--- src/common/cdpc_pkg.sv ---
// package for the charger detect / power control register block
// assumes register accesses arrive already decoded from the link on ref_clk
package cdpc_pkg;
    // register addresses: read/write, set, clear
    localparam logic [5:0] ADDR_WRITE = 6'h3D;
    localparam logic [5:0] ADDR_SET = 6'h3E;
    localparam logic [5:0] ADDR_CLEAR = 6'h3F;
    // bit positions
    localparam int BIT_RESULT = 7;
    localparam int BIT_SRC_EN = 6;
    localparam int BIT_DM_LEVEL = 5;
    localparam int BIT_PULLUP = 4;
    localparam int BIT_FALL = 3;
    localparam int BIT_RISE = 2;
    localparam int BIT_DONE = 1;
    localparam int BIT_OVERRIDE = 0;
    // writable bits (excludes the status bits 5 and 1)
    localparam logic [7:0] WRITE_MASK = 8'hDD;
    localparam logic [7:0] RESET_VALUE = 8'h00;
    // settle time after disabling the sense source, enforced by software
    localparam int SETTLE_US = 200;
    localparam int CLK_MHZ = 100;
    localparam int SETTLE_CYCLES = SETTLE_US * CLK_MHZ;
endpackage : cdpc_pkg

--- src/hdl/cdpc_top.sv ---
// charger detect / power control register and its analog control outputs
// assumes the link delivers one-cycle register strobes on ref_clk and that
// detector, comparator and mode levels come from outside this clock domain
// Functional notes
// - read 3Dh, write 3Dh, set 3Eh, clear 3Fh
// - no override: bit 7 reports charger detect
// - override: bit 7 drives indicator pin level
// - bit 7 survives soft reset
// - bit 6 enables source, sink, reference
// - bit 5 shows DM above reference
// - bit 4 pull-up only sync and session valid
// - UART mode forces DP weak pull-up on
// - override selects indicator pin source
// - done bit reads one after auto detection
module cdpc_top (
    // clock, enable, resets
    input wire logic ref_clk,
    input wire logic rst,
    input wire logic clk_en,
    input wire logic soft_rst,
    // register access from the link
    input wire logic reg_wr,
    input wire logic reg_rd,
    input wire logic [5:0] reg_addr,
    input wire logic [7:0] reg_wdata,
    output logic [7:0] reg_rdata,
    output logic reg_rvalid,
    // analog status levels
    input wire logic auto_charger_found,
    input wire logic auto_detect_done,
    input wire logic dm_comparator,
    input wire logic vbus_session_valid,
    input wire logic sync_mode,
    input wire logic uart_mode,
    // analog controls
    output logic charger_indicator_pin,
    output logic sense_voltage_source,
    output logic sense_current_sink,
    output logic sense_reference,
    output logic dp_weak_pullup_enable,
    output logic bvalid_fall_enable,
    output logic bvalid_rise_enable
);
    // synchronised copies of the detector, comparator and mode levels
    logic [5:0] levels_s;
    logic found_s;
    logic done_s;
    logic dm_s;
    logic sess_s;
    logic sync_s;
    logic uart_s;

    // control byte, bit 7 drive value and the image the link reads
    logic charger_result_or_drive_q;
    logic [7:0] ctrl_q;
    logic [7:0] ctrl_d;
    logic [7:0] view;

    // access decode
    logic hit_write;
    logic hit_set;
    logic hit_clear;
    logic wr_hit;
    logic rd_hit;
    logic drive_wr_en;
    logic pullup_d;

    // the status bits must never be storable, or writes would leak into them
    initial begin
        if (cdpc_pkg::WRITE_MASK[cdpc_pkg::BIT_DM_LEVEL]) begin
            $error("cdpc_top: comparator bit must not be writable");
        end
        if (cdpc_pkg::WRITE_MASK[cdpc_pkg::BIT_DONE]) begin
            $error("cdpc_top: detection done bit must not be writable");
        end
    end

    cdpc_sync #(.WIDTH(6)) u_sync (
        .ref_clk(ref_clk),
        .rst(rst),
        .clk_en(clk_en),
        .async_in({auto_charger_found, auto_detect_done, dm_comparator,
                   vbus_session_valid, sync_mode, uart_mode}),
        .sync_out(levels_s)
    );

    assign found_s = levels_s[5];
    assign done_s = levels_s[4];
    assign dm_s = levels_s[3];
    assign sess_s = levels_s[2];
    assign sync_s = levels_s[1];
    assign uart_s = levels_s[0];

    // register image as the link sees it
    always_comb begin
        view = ctrl_q;
        view[cdpc_pkg::BIT_RESULT] = ctrl_q[cdpc_pkg::BIT_OVERRIDE]
            ? charger_result_or_drive_q : found_s;
        view[cdpc_pkg::BIT_DM_LEVEL] = dm_s;
        view[cdpc_pkg::BIT_DONE] = done_s;
    end

    // one decode per access kind; other addresses do nothing
    assign hit_write = reg_wr && reg_addr == cdpc_pkg::ADDR_WRITE;
    assign hit_set = reg_wr && reg_addr == cdpc_pkg::ADDR_SET;
    assign hit_clear = reg_wr && reg_addr == cdpc_pkg::ADDR_CLEAR;
    assign wr_hit = hit_write || hit_set || hit_clear;
    assign rd_hit = reg_rd && reg_addr == cdpc_pkg::ADDR_WRITE;

    // bit 7 follows a write only once override was already on before the
    // access, so setting override and bit 7 together leaves bit 7 alone
    assign drive_wr_en = wr_hit && ctrl_q[cdpc_pkg::BIT_OVERRIDE];

    // per-bit next value: set and clear work on the image the link reads
    for (genvar i = 0; i < 8; i++) begin : g_bit
        always_comb begin
            if (!cdpc_pkg::WRITE_MASK[i]) begin
                ctrl_d[i] = 1'b0;
            end else if (hit_write) begin
                ctrl_d[i] = reg_wdata[i];
            end else if (hit_set) begin
                ctrl_d[i] = view[i] | reg_wdata[i];
            end else if (hit_clear) begin
                ctrl_d[i] = view[i] & ~reg_wdata[i];
            end else begin
                ctrl_d[i] = ctrl_q[i];
            end
        end
    end

    // control bits other than bit 7; soft reset also restores them
    always_ff @(posedge ref_clk) begin
        if (rst) begin
            ctrl_q <= cdpc_pkg::RESET_VALUE;
        end else if (clk_en) begin
            if (soft_rst) begin
                ctrl_q <= cdpc_pkg::RESET_VALUE;
            end else if (wr_hit) begin
                ctrl_q <= {1'b0, ctrl_d[6:0]};
            end
        end
    end

    // bit 7 drive value: soft reset leaves it; hard reset clears it
    always_ff @(posedge ref_clk) begin
        if (rst) begin
            charger_result_or_drive_q <= 1'b0;
        end else if (clk_en) begin
            if (drive_wr_en) begin
                charger_result_or_drive_q <= ctrl_d[cdpc_pkg::BIT_RESULT];
            end
        end
    end

    // read strobe answered one cycle later
    always_ff @(posedge ref_clk) begin
        if (rst) begin
            reg_rvalid <= 1'b0;
        end else if (clk_en) begin
            reg_rvalid <= rd_hit;
        end
    end

    // read data holds until the next read of the register
    always_ff @(posedge ref_clk) begin
        if (rst) begin
            reg_rdata <= 8'h00;
        end else if (clk_en) begin
            if (rd_hit) begin
                reg_rdata <= view;
            end
        end
    end

    // charger indicator: detector result, or the drive value under override
    always_ff @(posedge ref_clk) begin
        if (rst) begin
            charger_indicator_pin <= 1'b0;
        end else if (clk_en) begin
            charger_indicator_pin <= view[cdpc_pkg::BIT_RESULT];
        end
    end

    // source, sink and reference always switch together
    always_ff @(posedge ref_clk) begin
        if (rst) begin
            sense_voltage_source <= 1'b0;
            sense_current_sink <= 1'b0;
            sense_reference <= 1'b0;
        end else if (clk_en) begin
            sense_voltage_source <= ctrl_q[cdpc_pkg::BIT_SRC_EN];
            sense_current_sink <= ctrl_q[cdpc_pkg::BIT_SRC_EN];
            sense_reference <= ctrl_q[cdpc_pkg::BIT_SRC_EN];
        end
    end

    // uart mode forces the pull-up regardless of the register bit
    assign pullup_d = uart_s
        || (ctrl_q[cdpc_pkg::BIT_PULLUP] && sync_s && sess_s);

    always_ff @(posedge ref_clk) begin
        if (rst) begin
            dp_weak_pullup_enable <= 1'b0;
        end else if (clk_en) begin
            dp_weak_pullup_enable <= pullup_d;
        end
    end

    // edge report enables for the session comparator
    always_ff @(posedge ref_clk) begin
        if (rst) begin
            bvalid_fall_enable <= 1'b0;
            bvalid_rise_enable <= 1'b0;
        end else if (clk_en) begin
            bvalid_fall_enable <= ctrl_q[cdpc_pkg::BIT_FALL];
            bvalid_rise_enable <= ctrl_q[cdpc_pkg::BIT_RISE];
        end
    end
endmodule : cdpc_top

--- src/hdl/cdpc_sync.sv ---
// two flip-flop synchroniser for a bundle of asynchronous levels
// assumes one clock domain; the first stage feeds only the second
module cdpc_sync #(
    parameter int WIDTH = 1
) (
    // clock and control
    input wire logic ref_clk,
    input wire logic rst,
    input wire logic clk_en,
    // levels
    input wire logic [WIDTH-1:0] async_in,
    output logic [WIDTH-1:0] sync_out
);
    logic [WIDTH-1:0] stage1_q;

    initial begin
        if (WIDTH < 1) begin
            $error("cdpc_sync: WIDTH must be at least 1");
        end
    end

    always_ff @(posedge ref_clk) begin
        if (rst) begin
            stage1_q <= '0;
            sync_out <= '0;
        end else if (clk_en) begin
            stage1_q <= async_in;
            sync_out <= stage1_q;
        end
    end
endmodule : cdpc_sync

--- config.mk ---
export PLATFORM = sky130hd
export DESIGN_NAME = cdpc_top
export DESIGN_NICKNAME = d
export VERILOG_FILES = /design/src/common/cdpc_pkg.sv /design/src/hdl/cdpc_top.sv /design/src/hdl/cdpc_sync.sv
export SDC_FILE = /design/constraint.sdc
export NUM_CORES = 1
export LEC_CHECK = 0
export BUFFER_PORTS_ARGS = -buffer_cell sky130_fd_sc_hd__buf_2
export CAP_MARGIN = 20
export CORE_MARGIN = 2
export CORE_UTILIZATION = 43
export CTS_BUF_LIST = sky130_fd_sc_hd__clkbuf_4 sky130_fd_sc_hd__clkbuf_8 sky130_fd_sc_hd__clkbuf_16
export DETAILED_ROUTE_END_ITERATION = 8
export GPL_ROUTABILITY_DRIVEN = 0
export GPL_TIMING_DRIVEN = 0
export PLACE_DENSITY_LB_ADDON = 0.08
export RECOVER_POWER = 25
export SYNTH_ARGS = -nofsm -noshare
export SYNTH_HDL_FRONTEND = slang
export SYNTH_SLANG_ARGS = --single-unit
--- constraint.sdc ---
create_clock -name ref_clk -period 1.4 [get_ports ref_clk]
set_clock_uncertainty 0.1 [all_clocks]
set_input_delay 0.21 -clock ref_clk [delete_from_list [all_inputs] [get_ports ref_clk]]
set_output_delay 0.21 -clock ref_clk [all_outputs]
set_load 0.02 [all_outputs]
# Word-level counts from Yosys, hierarchy flattened

Cells that the tools add are included.

Divide/modulo/power cells: 0
Add/sub/neg operators: 0
Magnitude comparators: 0
Shift-type cells: 0
Equality and inequality tests: 3
Reduce and logical (&&, ||, !) cells: 16
Multipliers: 0
Bitwise operators: 18
Multiplexer cells: 21

Operator list:

| kind                                  | count |
|---|---|
| 2-to-1 mux 1 bit                      | 19 |
| == test 6 bit (second input constant) | 3 |
| 2-to-1 mux 8 bit                      | 2 |
| logical AND 1 bit                     | 7 |
| bitwise AND 1 bit                     | 6 |
| inverter 1 bit                        | 6 |
| OR 1 bit                              | 6 |
| AND reduction 2 bit                   | 3 |
| nonzero test 4 bit                    | 1 |
| logical OR 1 bit                      | 3 |
| AND reduction 3 bit                   | 1 |
| nonzero test 2 bit                    | 1 |

ROM bits: 0
Bits in writable memories: 0
Output and inout bits: 16
Register bits: 35
Memories kept: 0
Input port bits: 26
Logic and storage cells: 70
Bits in latches: 0

# Logic depth before layout (Yosys ltp)

Gate-level depths: netlist (run 1).

Depth in word-level cells: 7
Mapped depth: 5
Depth with buffers taken out: 3

# Modules after synthesis

A second synthesis (run 1) with hierarchy kept.

Cell total of the unflattened synthesis: 132
Area, all modules: 1346.3 um^2

Modules (own cells, without submodules):

| module    | times used | cells an instance | seq. area each (um^2) | area an instance (um^2) |
|---|---|---|---|---|
| cdpc_top  | 1          | 94                | 400.4                 | 925.9 |
| cdpc_sync | 1          | 38                | 240.2                 | 420.4 |

# Worst setup path after synthesis (run 1)

No wires, ideal clock.

Path type: input port to flip-flop
Start point: input reg_addr[0]
End point: register ctrl_q[2]
Stages: 4
Setup slack: 0.229 ns
Arrival: 0.939 ns
Path buffers: 1
Cells stage by stage: buf_4 > inv_1 > o41ai_4 > o22ai_1

Longest elaborated chain between the ends: 6

RTL lines:

| element                                                        | RTL line                         | text |
|---|---|---|
| start: declaration                                             | cdpc_top.sv:24                   | `input wire logic [5:0] reg_addr,` |
| == test 6 bit (on tied branches)                               | cdpc_top.sv:105, cdpc_top.sv:104 |  |
| logical AND 1 bit (on tied branches)                           | cdpc_top.sv:105, cdpc_top.sv:104 |  |
| 2-to-1 mux 1 bit / logical OR 1 bit (equally long branches)    | cdpc_top.sv:121, cdpc_top.sv:107 |  |
| 2-to-1 mux 1 bit / logical OR 1 bit (equally long branches)    | cdpc_top.sv:119, cdpc_top.sv:107 |  |
| 2-to-1 mux 8 bit / nonzero test 2 bit (equally long branches)  | -                                |  |
| 2-to-1 mux 8 bit / AND reduction 3 bit (equally long branches) | -                                |  |
| end signal: assignment                                         | cdpc_top.sv:134                  | `ctrl_q <= cdpc_pkg::RESET_VALUE;` |
| end signal: assignment                                         | cdpc_top.sv:137                  | `ctrl_q <= cdpc_pkg::RESET_VALUE;` |
| end signal: assignment                                         | cdpc_top.sv:139                  | `ctrl_q <= {1'b0, ctrl_d[6:0]};` |
| end: declaration                                               | cdpc_top.sv:55                   | `logic [7:0] ctrl_q;` |

Parallel ways exist; a longest one is shown, timed or not. The select of a mux whose other input is x is not followed.
A chain may end at the register's enable or synchronous reset.

# Worst setup path after layout (run 1)

Start point: register sense_reference
End point: output sense_reference

RTL lines:

| element                  | RTL line        | text |
|---|---|---|
| start: declaration       | cdpc_top.sv:39  | `output logic sense_reference,` |
| start signal: assignment | cdpc_top.sv:193 | `sense_reference <= ctrl_q[cdpc_pkg::BIT_SRC_EN];` |

No word-level cell between the ends.

==> impl_metrics.py, run 1 <==
metrics = {
    "outcome": {
        "outcome": "completed",
    },
    "grt": {
        "grt_antenna_before_repair": 0,
        "wire_length_of_the_first_global_routing_pass_mm": 5.133,
        "grt_overflow_total": 0,
        "grt_max_degree": 11,
        "via_count_of_the_first_global_routing_pass": 1111,
        "gr-usage-all-layers_pct": 19.04,
    },
    "placed_design": {
        "pre_cts_slack_ns": -0.02561,
        "detailed_place_hpwl_mm": 2.330,
        "numPortBuffers": 37,
    },
    "route": {
        "drt-vias-per-instance": 5.142,
        "routed_wl_mm": 3.235,
        "drt_first_pass_iters": 4,
        "drcViolationCount": 0,
        "dr.first_iter.drc_count": 49,
        "number_of_nets_with_antenna_violations_after_routing": 0,
        "routedWlPerCell_um": 13.54,
        "vias": 1229,
    },
    "timing": {
        "clock.fmax_mhz": 784.7,
        "timing.final.max_slew_violations": 0,
        "fin_worst_hold_slack_ns": 0.02114,
        "setup_tns_ns": 0,
        "maxSlewHeadroom_pct": 70.52,
        "final.min_clock_period_ns": 1.274,
        "finalWorstSetupSlack_ns": 0.1256,
        "finalSetupViolCount": 0,
        "timing.final.crit_share_pct": 91.03,
        "number_of_endpoints_with_negative_hold_slack_in_the_final_report": 0,
        "grt_setup_unrepaired": "false",
        "tightestPinTransition_ns": 0.4421,
    },
    "worst_hold_path": {
        "worst_hold_path_type": "input pin to register",
        "min-delay-start": "uart_mode",
        "timing.hold.worst_endpoint": "u_sync.stage1_q[0]$_SDFFE_PP0P_",
        "timing.hold.worst_path_depth": 3,
    },
    "job": {
        "max_cap_violations": 0,
    },
    "power": {
        "power.leakage_uw": 0.0007919,
        "pwr-share-clk_pct": 39.1,
        "power_density_nw_per_um2": 1060,
        "power_frac_comb_pct": 9.6,
        "seq_power_share_pct": 51.3,
        "power_after_layout_uw": 1827,
        "vdd_ir_drop_max_mv": 0.5373,
        "cell_internal_power_uw": 1398,
        "switching_fraction_pct": 23.50,
        "net_sw_power_uw": 429.4,
    },
    "critical_path": {
        "critical_path_required_ns": 1.09,
        "worst_r2r_path_depth": 3,
        "worstReg2RegStart": "ctrl_q[0]$_SDFFE_PP0P_",
        "type_of_element_capturing_the_critical_path": "output port",
        "critPathLaunchType": "register",
        "worstPathArrival_ns": 0.96,
        "timing.rr.end": "reg_rdata[7]$_SDFFE_PP0P_",
        "crit_fanout": 4,
        "worstSetupPathType": "register to output port",
        "r2r_slack_ns": 0.14,
    },
    "logic_synthesis": {
        "yosys-top-cells-area": "dfxtp_1 (46%), mux2i_1 (11%), nor2_1 (5.1%)",
        "synthCells": 149,
        "mean_instance_size_in_the_synthesized_netlist_um2": 9.380,
        "ys_ff_latch": 32,
        "synth.net_count": 175,
        "async_flop_share_pct": 0,
        "post_synth_instance_area_um2": 1398,
        "synth_top_flop_cell": "dfxtp_1",
        "synth_seq_area_share_pct": 45.84,
        "synth_largest_type_area_fraction_pct": 45.84,
        "synth_warnings": 0,
        "synth_cell_type_count": 32,
        "yosys.area.top_type": "dfxtp_1",
        "synth_enable_flop_cells": 0,
    },
    "finish": {
        "post_route_cells_drive_above_1_share_pct": 31.79,
        "nNetsFinal": 220,
        "n_antenna_cell": 0,
        "fin_util_pct": 56.02,
        "flow.area_growth_from_synthesis_pct": 23.37,
        "layout.cells.most_common_list": "buf_2 (39), dfxtp_1 (31), nor2_1 (19)",
        "filler_cell_count": 310,
        "mostFrequentLayoutCell": "buf_2",
    },
    "floorplan": {
        "core_region_area_um2": 3078,
        "floorplan.die_area_um2": 3722,
        "design.portCount": 42,
        "start_util_pct": 45.41,
        "placementRows": 20,
        "die_y_um": 61.01,
        "die-width_um": 61.01,
    },
    "clock_network": {
        "clock_path_buffers": 2,
        "cts.htree.levels": 2,
        "number_of_buffers_created_by_cts": 5,
        "path_clk_slew_ns": 0.10,
        "clkLatencyLatePin_ns": 0.33,
        "numClockSinks": 32,
        "root_buffer_cell": "clkbuf_4",
        "tritoncts": "done",
    },
}
## logic make-up after synthesis
kind of cell	Yosys count	synth area share, %
simple gates	43	16.74
xor+xnor	1	1.164
buf+inv	21	8.326
mux	17	12.26
flops	32	45.84
compound gates	35	15.67
## metal layers
layer	vias up	global-route usage (%)	routed length, µm
met4	0	8.385	19
met1	574	23.65	1497
li1	622	-	-
met2	31	31.49	1545
met3	2	4.622	173
met5	-	0	0
## flip-flops by register name (all words and copies together), names as in the netlist
| register | cells |
|---|---|
| sense_reference | 1 |
| reg_rdata | 8 |
| charger_indicator_pin | 1 |
| bvalid_rise_enable | 1 |
| u_sync.stage1_q | 6 |
| u_sync.sync_out | 6 |
| bvalid_fall_enable | 1 |
| reg_rvalid | 1 |
| dp_weak_pullup_enable | 1 |
| charger_result_or_drive_q | 1 |
| ctrl_q | 5 |
## worst max-delay path, stage by stage, from the launching register on
cell and delay [ns]:
dfxtp_1 0.38, buf_4 0.12, buf_2 0.14
## timing repair
action	in CTS	in global routing
endpoints found under the hold margin	1	0
setup buffers	0	0
gates resized for setup	0	1
hold buffers	1	0
setup endpoints to repair	0	1
## cells in the mapped netlist (2+ instances only)
cell	count
a21oi_1	10
buf_1	2
buf_2	2
buf_4	7
dfxtp_1	32
inv_1	7
mux2i_1	16
nand3_1	9
nand4_1	5
nor2_1	19
nor3_1	2
o21ai_0	13
o22ai_1	6
## how the worst max path moves through the flow
stage / start / end / slack (ns) / cells after the start
final: sense_reference$_SDFFE_PP0P_ / sense_reference / 0.13 / 2
after global routing: ctrl_q[0]$_SDFFE_PP0P_ / reg_rdata[7]$_SDFFE_PP0P_ / 0.04 / 3
after CTS: ctrl_q[0]$_SDFFE_PP0P_ / reg_rdata[7]$_SDFFE_PP0P_ / 0.08 / 3
after detailed placement: reg_addr[1] / reg_rdata[5]$_SDFFE_PP0P_ / -0.03 / 5
after global placement: reg_addr[1] / reg_rdata[6]$_SDFFE_PP0P_ / -0.003 / 5
after floorplan: reg_addr[0] / ctrl_q[2]$_SDFFE_PP0P_ / 0.23 / 4
## metrics by stage
stage | instances | cell area (µm²)
finish | 239 | 1724
CTS | 239 | 1728
floorplan | 149 | 1398
global placement | 230 | 1638
detailed placement | 230 | 1638
global route | 239 | 1724
## power by group through the flow
stage	combinational [µW]	clock, µW	sequential (µW)
final	175	714	938
after global routing	194	764	941
after CTS	177	728	938
after detailed placement	174	0	959
after global placement	169	0	958
after floorplan	109	0	959
## area by class of cell
| type | instances | area (µm²) | area share, % |
|---|---|---|---|
| clock buffers | 6 | 45.04 | 2.612 |
| multi-input cells | 96 | 640.6 | 37.16 |
| well taps | 44 | 55.05 | 3.193 |
| repair buffers | 38 | 195.2 | 11.32 |
| inverters | 7 | 26.28 | 1.524 |
| plain buffers | 14 | 85.08 | 4.935 |
| flip-flops and latches | 32 | 641.9 | 37.23 |
| clock inverters | 2 | 35.03 | 2.032 |
Power figures use the tool's default switching activity.
==> run 2, diff against run 1 <==
--- a/config.mk
+++ b/config.mk
@@ -5,6 +5,7 @@
 export SDC_FILE = /design/constraint.sdc
 export NUM_CORES = 1
 export LEC_CHECK = 0
+export ABC_AREA = 1
 export BUFFER_PORTS_ARGS = -buffer_cell sky130_fd_sc_hd__buf_2
 export CAP_MARGIN = 20
 export CORE_MARGIN = 2
==> impl_metrics.py, run 2 <==
metrics = {
    "clock_network": {
        "root_buffer_cell": "clkbuf_4",
        "clock_path_buffers": 2,
        "path_clk_slew_ns": 0.10,
        "post_cts_resized": 0,
        "tritoncts": "done",
        "postCtsSetupBuffers": 0,
        "cts_hold_buffers": 5,
        "cts.htree.levels": 2,
        "clkLatencyLatePin_ns": 0.34,
        "numClockSinks": 32,
        "number_of_buffers_created_by_cts": 5,
    },
    "finish": {
        "nNetsFinal": 261,
        "fin_util_pct": 57.48,
        "post_route_insts_no_fill": 280,
        "filler_cell_count": 288,
        "n_antenna_cell": 0,
        "post_route_cells_drive_above_1_share_pct": 24.15,
        "largest_register_ffs": 8,
        "top_register": "reg_rdata",
        "flow.area_growth_from_synthesis_pct": 27.04,
        "top_regs": "reg_rdata: 8 flops, u_sync.stage1_q: 6 flops, u_sync.sync_out: 6 flops",
        "layout.cells.most_common_list": "nor2_1 (43), buf_2 (39), dfxtp_1 (32)",
        "mostFrequentLayoutCell": "nor2_1",
    },
    "logic_synthesis": {
        "synth_warnings": 0,
        "synthCells": 184,
        "post_synth_instance_area_um2": 1393,
        "yosys-top-cells-count": "nor2_1 (43), dfxtp_1 (32), inv_1 (21)",
        "yosys-top-cells-area": "dfxtp_1 (46%), nor2_1 (12%), o21ai_0 (6.5%)",
        "synth_top_flop_cell": "dfxtp_1",
        "yosys.area.top_type": "dfxtp_1",
        "synth.net_count": 210,
        "synth_seq_area_share_pct": 46.00,
        "top_count_cell_post_synth": "nor2_1",
        "synth_enable_flop_cells": 0,
        "ys_ff_latch": 32,
        "async_flop_share_pct": 0,
        "synth_largest_type_area_fraction_pct": 46.00,
        "mean_instance_size_in_the_synthesized_netlist_um2": 7.568,
        "synth_cell_type_count": 24,
    },
    "placed_design": {
        "post-place-cells": 267,
        "detailed_place_hpwl_mm": 2.311,
        "pre_cts_slack_ns": -0.03004,
        "numPortBuffers": 39,
    },
    "floorplan": {
        "die-width_um": 60.91,
        "start_util_pct": 45.24,
        "core_region_area_um2": 3078,
        "design.portCount": 42,
        "floorplan.die_area_um2": 3710,
        "placementRows": 20,
        "die_y_um": 60.91,
    },
    "route": {
        "drt-vias-per-instance": 4.761,
        "routed_wl_mm": 3.157,
        "number_of_nets_with_antenna_violations_after_routing": 0,
        "drcViolationCount": 0,
        "vias": 1333,
        "routedWlPerCell_um": 11.28,
        "drt_first_pass_iters": 4,
        "dr.first_iter.drc_count": 69,
    },
    "worst_hold_path": {
        "worst_hold_path_type": "input pin to register",
    },
    "critical_path": {
        "crit_fanout": 4,
        "worstPathArrival_ns": 0.99,
        "type_of_element_capturing_the_critical_path": "output port",
        "critical_path.cell_chain": "buf_4 > buf_2",
        "critPathLaunchType": "register",
        "critical_path_required_ns": 1.09,
        "critPathMaxStageDelay_ns": 0.38,
        "crit_path_top_delay_cell": "dfxtp_1",
        "worstSetupPathType": "register to output port",
    },
    "grt": {
        "grt_max_degree": 11,
        "via_count_of_the_first_global_routing_pass": 1242,
        "gr-usage-all-layers_pct": 19.15,
        "grt_overflow_total": 0,
        "wire_length_of_the_first_global_routing_pass_mm": 5.244,
        "grt_antenna_before_repair": 0,
    },
    "timing": {
        "final.min_clock_period_ns": 1.297,
        "number_of_endpoints_with_negative_hold_slack_in_the_final_report": 0,
        "clock.fmax_mhz": 771.1,
        "finalSetupViolCount": 0,
        "finalWorstSetupSlack_ns": 0.1032,
        "maxSlewHeadroom_pct": 67.64,
        "tightestPinTransition_ns": 0.4854,
        "timing.final.max_slew_violations": 0,
        "grt_setup_unrepaired": "false",
        "timing.final.crit_share_pct": 92.63,
    },
    "job": {
        "max_cap_violations": 0,
    },
    "power": {
        "vdd_ir_drop_max_mv": 0.8276,
        "power_density_nw_per_um2": 1108,
        "power.leakage_uw": 0.0008245,
    },
    "outcome": {
        "outcome": "completed",
    },
}
-- run 2: cell count changes after synthesis, sizes merged, moves of 6 or more --
cell,before,now
nand2,1,18
inv,7,22
a211oi,1,7
nor2,19,45
o22ai,6,0
mux2i,16,0
-- run 2: final cells by class --
cell class / count / area, µm² / area share (%)
plain buffers: 10 / 57.56 / 3.253
repair buffers: 44 / 244.0 / 13.79
inverters: 22 / 82.58 / 4.668
clock inverters: 1 / 30.03 / 1.697
multi-input cells: 120 / 594.3 / 33.59
flip-flops and latches: 32 / 640.6 / 36.21
clock buffers: 7 / 65.06 / 3.678
well taps: 44 / 55.05 / 3.112
-- run 2: path summary, 6_finish.rpt --
path / startpoint / slack (ns) / cells past startpoint / end
max: sense_reference$_SDFFE_PP0P_ / 0.10 / 2 / sense_voltage_source
min: rst / 0.007 / 2 / reg_rdata[1]$_SDFFE_PP0P_
max reg2reg: ctrl_q[0]$_SDFFE_PP0P_ / 0.26 / 5 / charger_result_or_drive_q$_SDFFE_PP0P_
min reg2reg: reg_rdata[7]$_SDFFE_PP0P_ / 0.35 / 2 / reg_rdata[7]$_SDFFE_PP0P_
-- run 2: power by group --
group          leakage (µW)  switching [µW]  internal (µW)
clock network     0.0000515             320            474
logic              0.000511             119           85.2
registers          0.000262            18.2            944
-- run 2: layer usage --
layer | global-route usage [%] | vias up | part of all wire [%]
li1 | - | 702 | -
met1 | 22.89 | 592 | 46
met2 | 30.72 | 33 | 46
met3 | 6.823 | 6 | 5.6
met4 | 9.006 | 0 | 1.6
met5 | 0 | - | 0
-- run 2: critical path, delay by kind of cell (launching register included) --
kind,cells,cell delay [ns]
buffers and inverters,2,0.27
flip-flops,1,0.38
-- run 2: cells by family after synthesis --
logic type             after synthesis  share of synthesized area (%)
DFF                                 32                          46.00
and+or+nand+nor                     79                          25.61
buffers and inverters               32                          10.24
AOI/OAI and AO/OA                   41                          18.15
-- run 2: through the flow --
stage / TNS [ns] / power, µW / hold WS, ns / area [µm²]
6_report: 0 / 1961 / 0.006786 / 1769
5_1_grt: 0 / 2034 / 0.02130 / 1769
4_1_cts: 0 / 1972 / 0.008680 / 1788
3_5_place_dp: -0.1052 / 1180 / 0.3350 / 1643
3_3_place_gp: 0 / 1173 / 0.3318 / 1643
2_1_floorplan: 0 / 1101 / 0.1885 / 1393
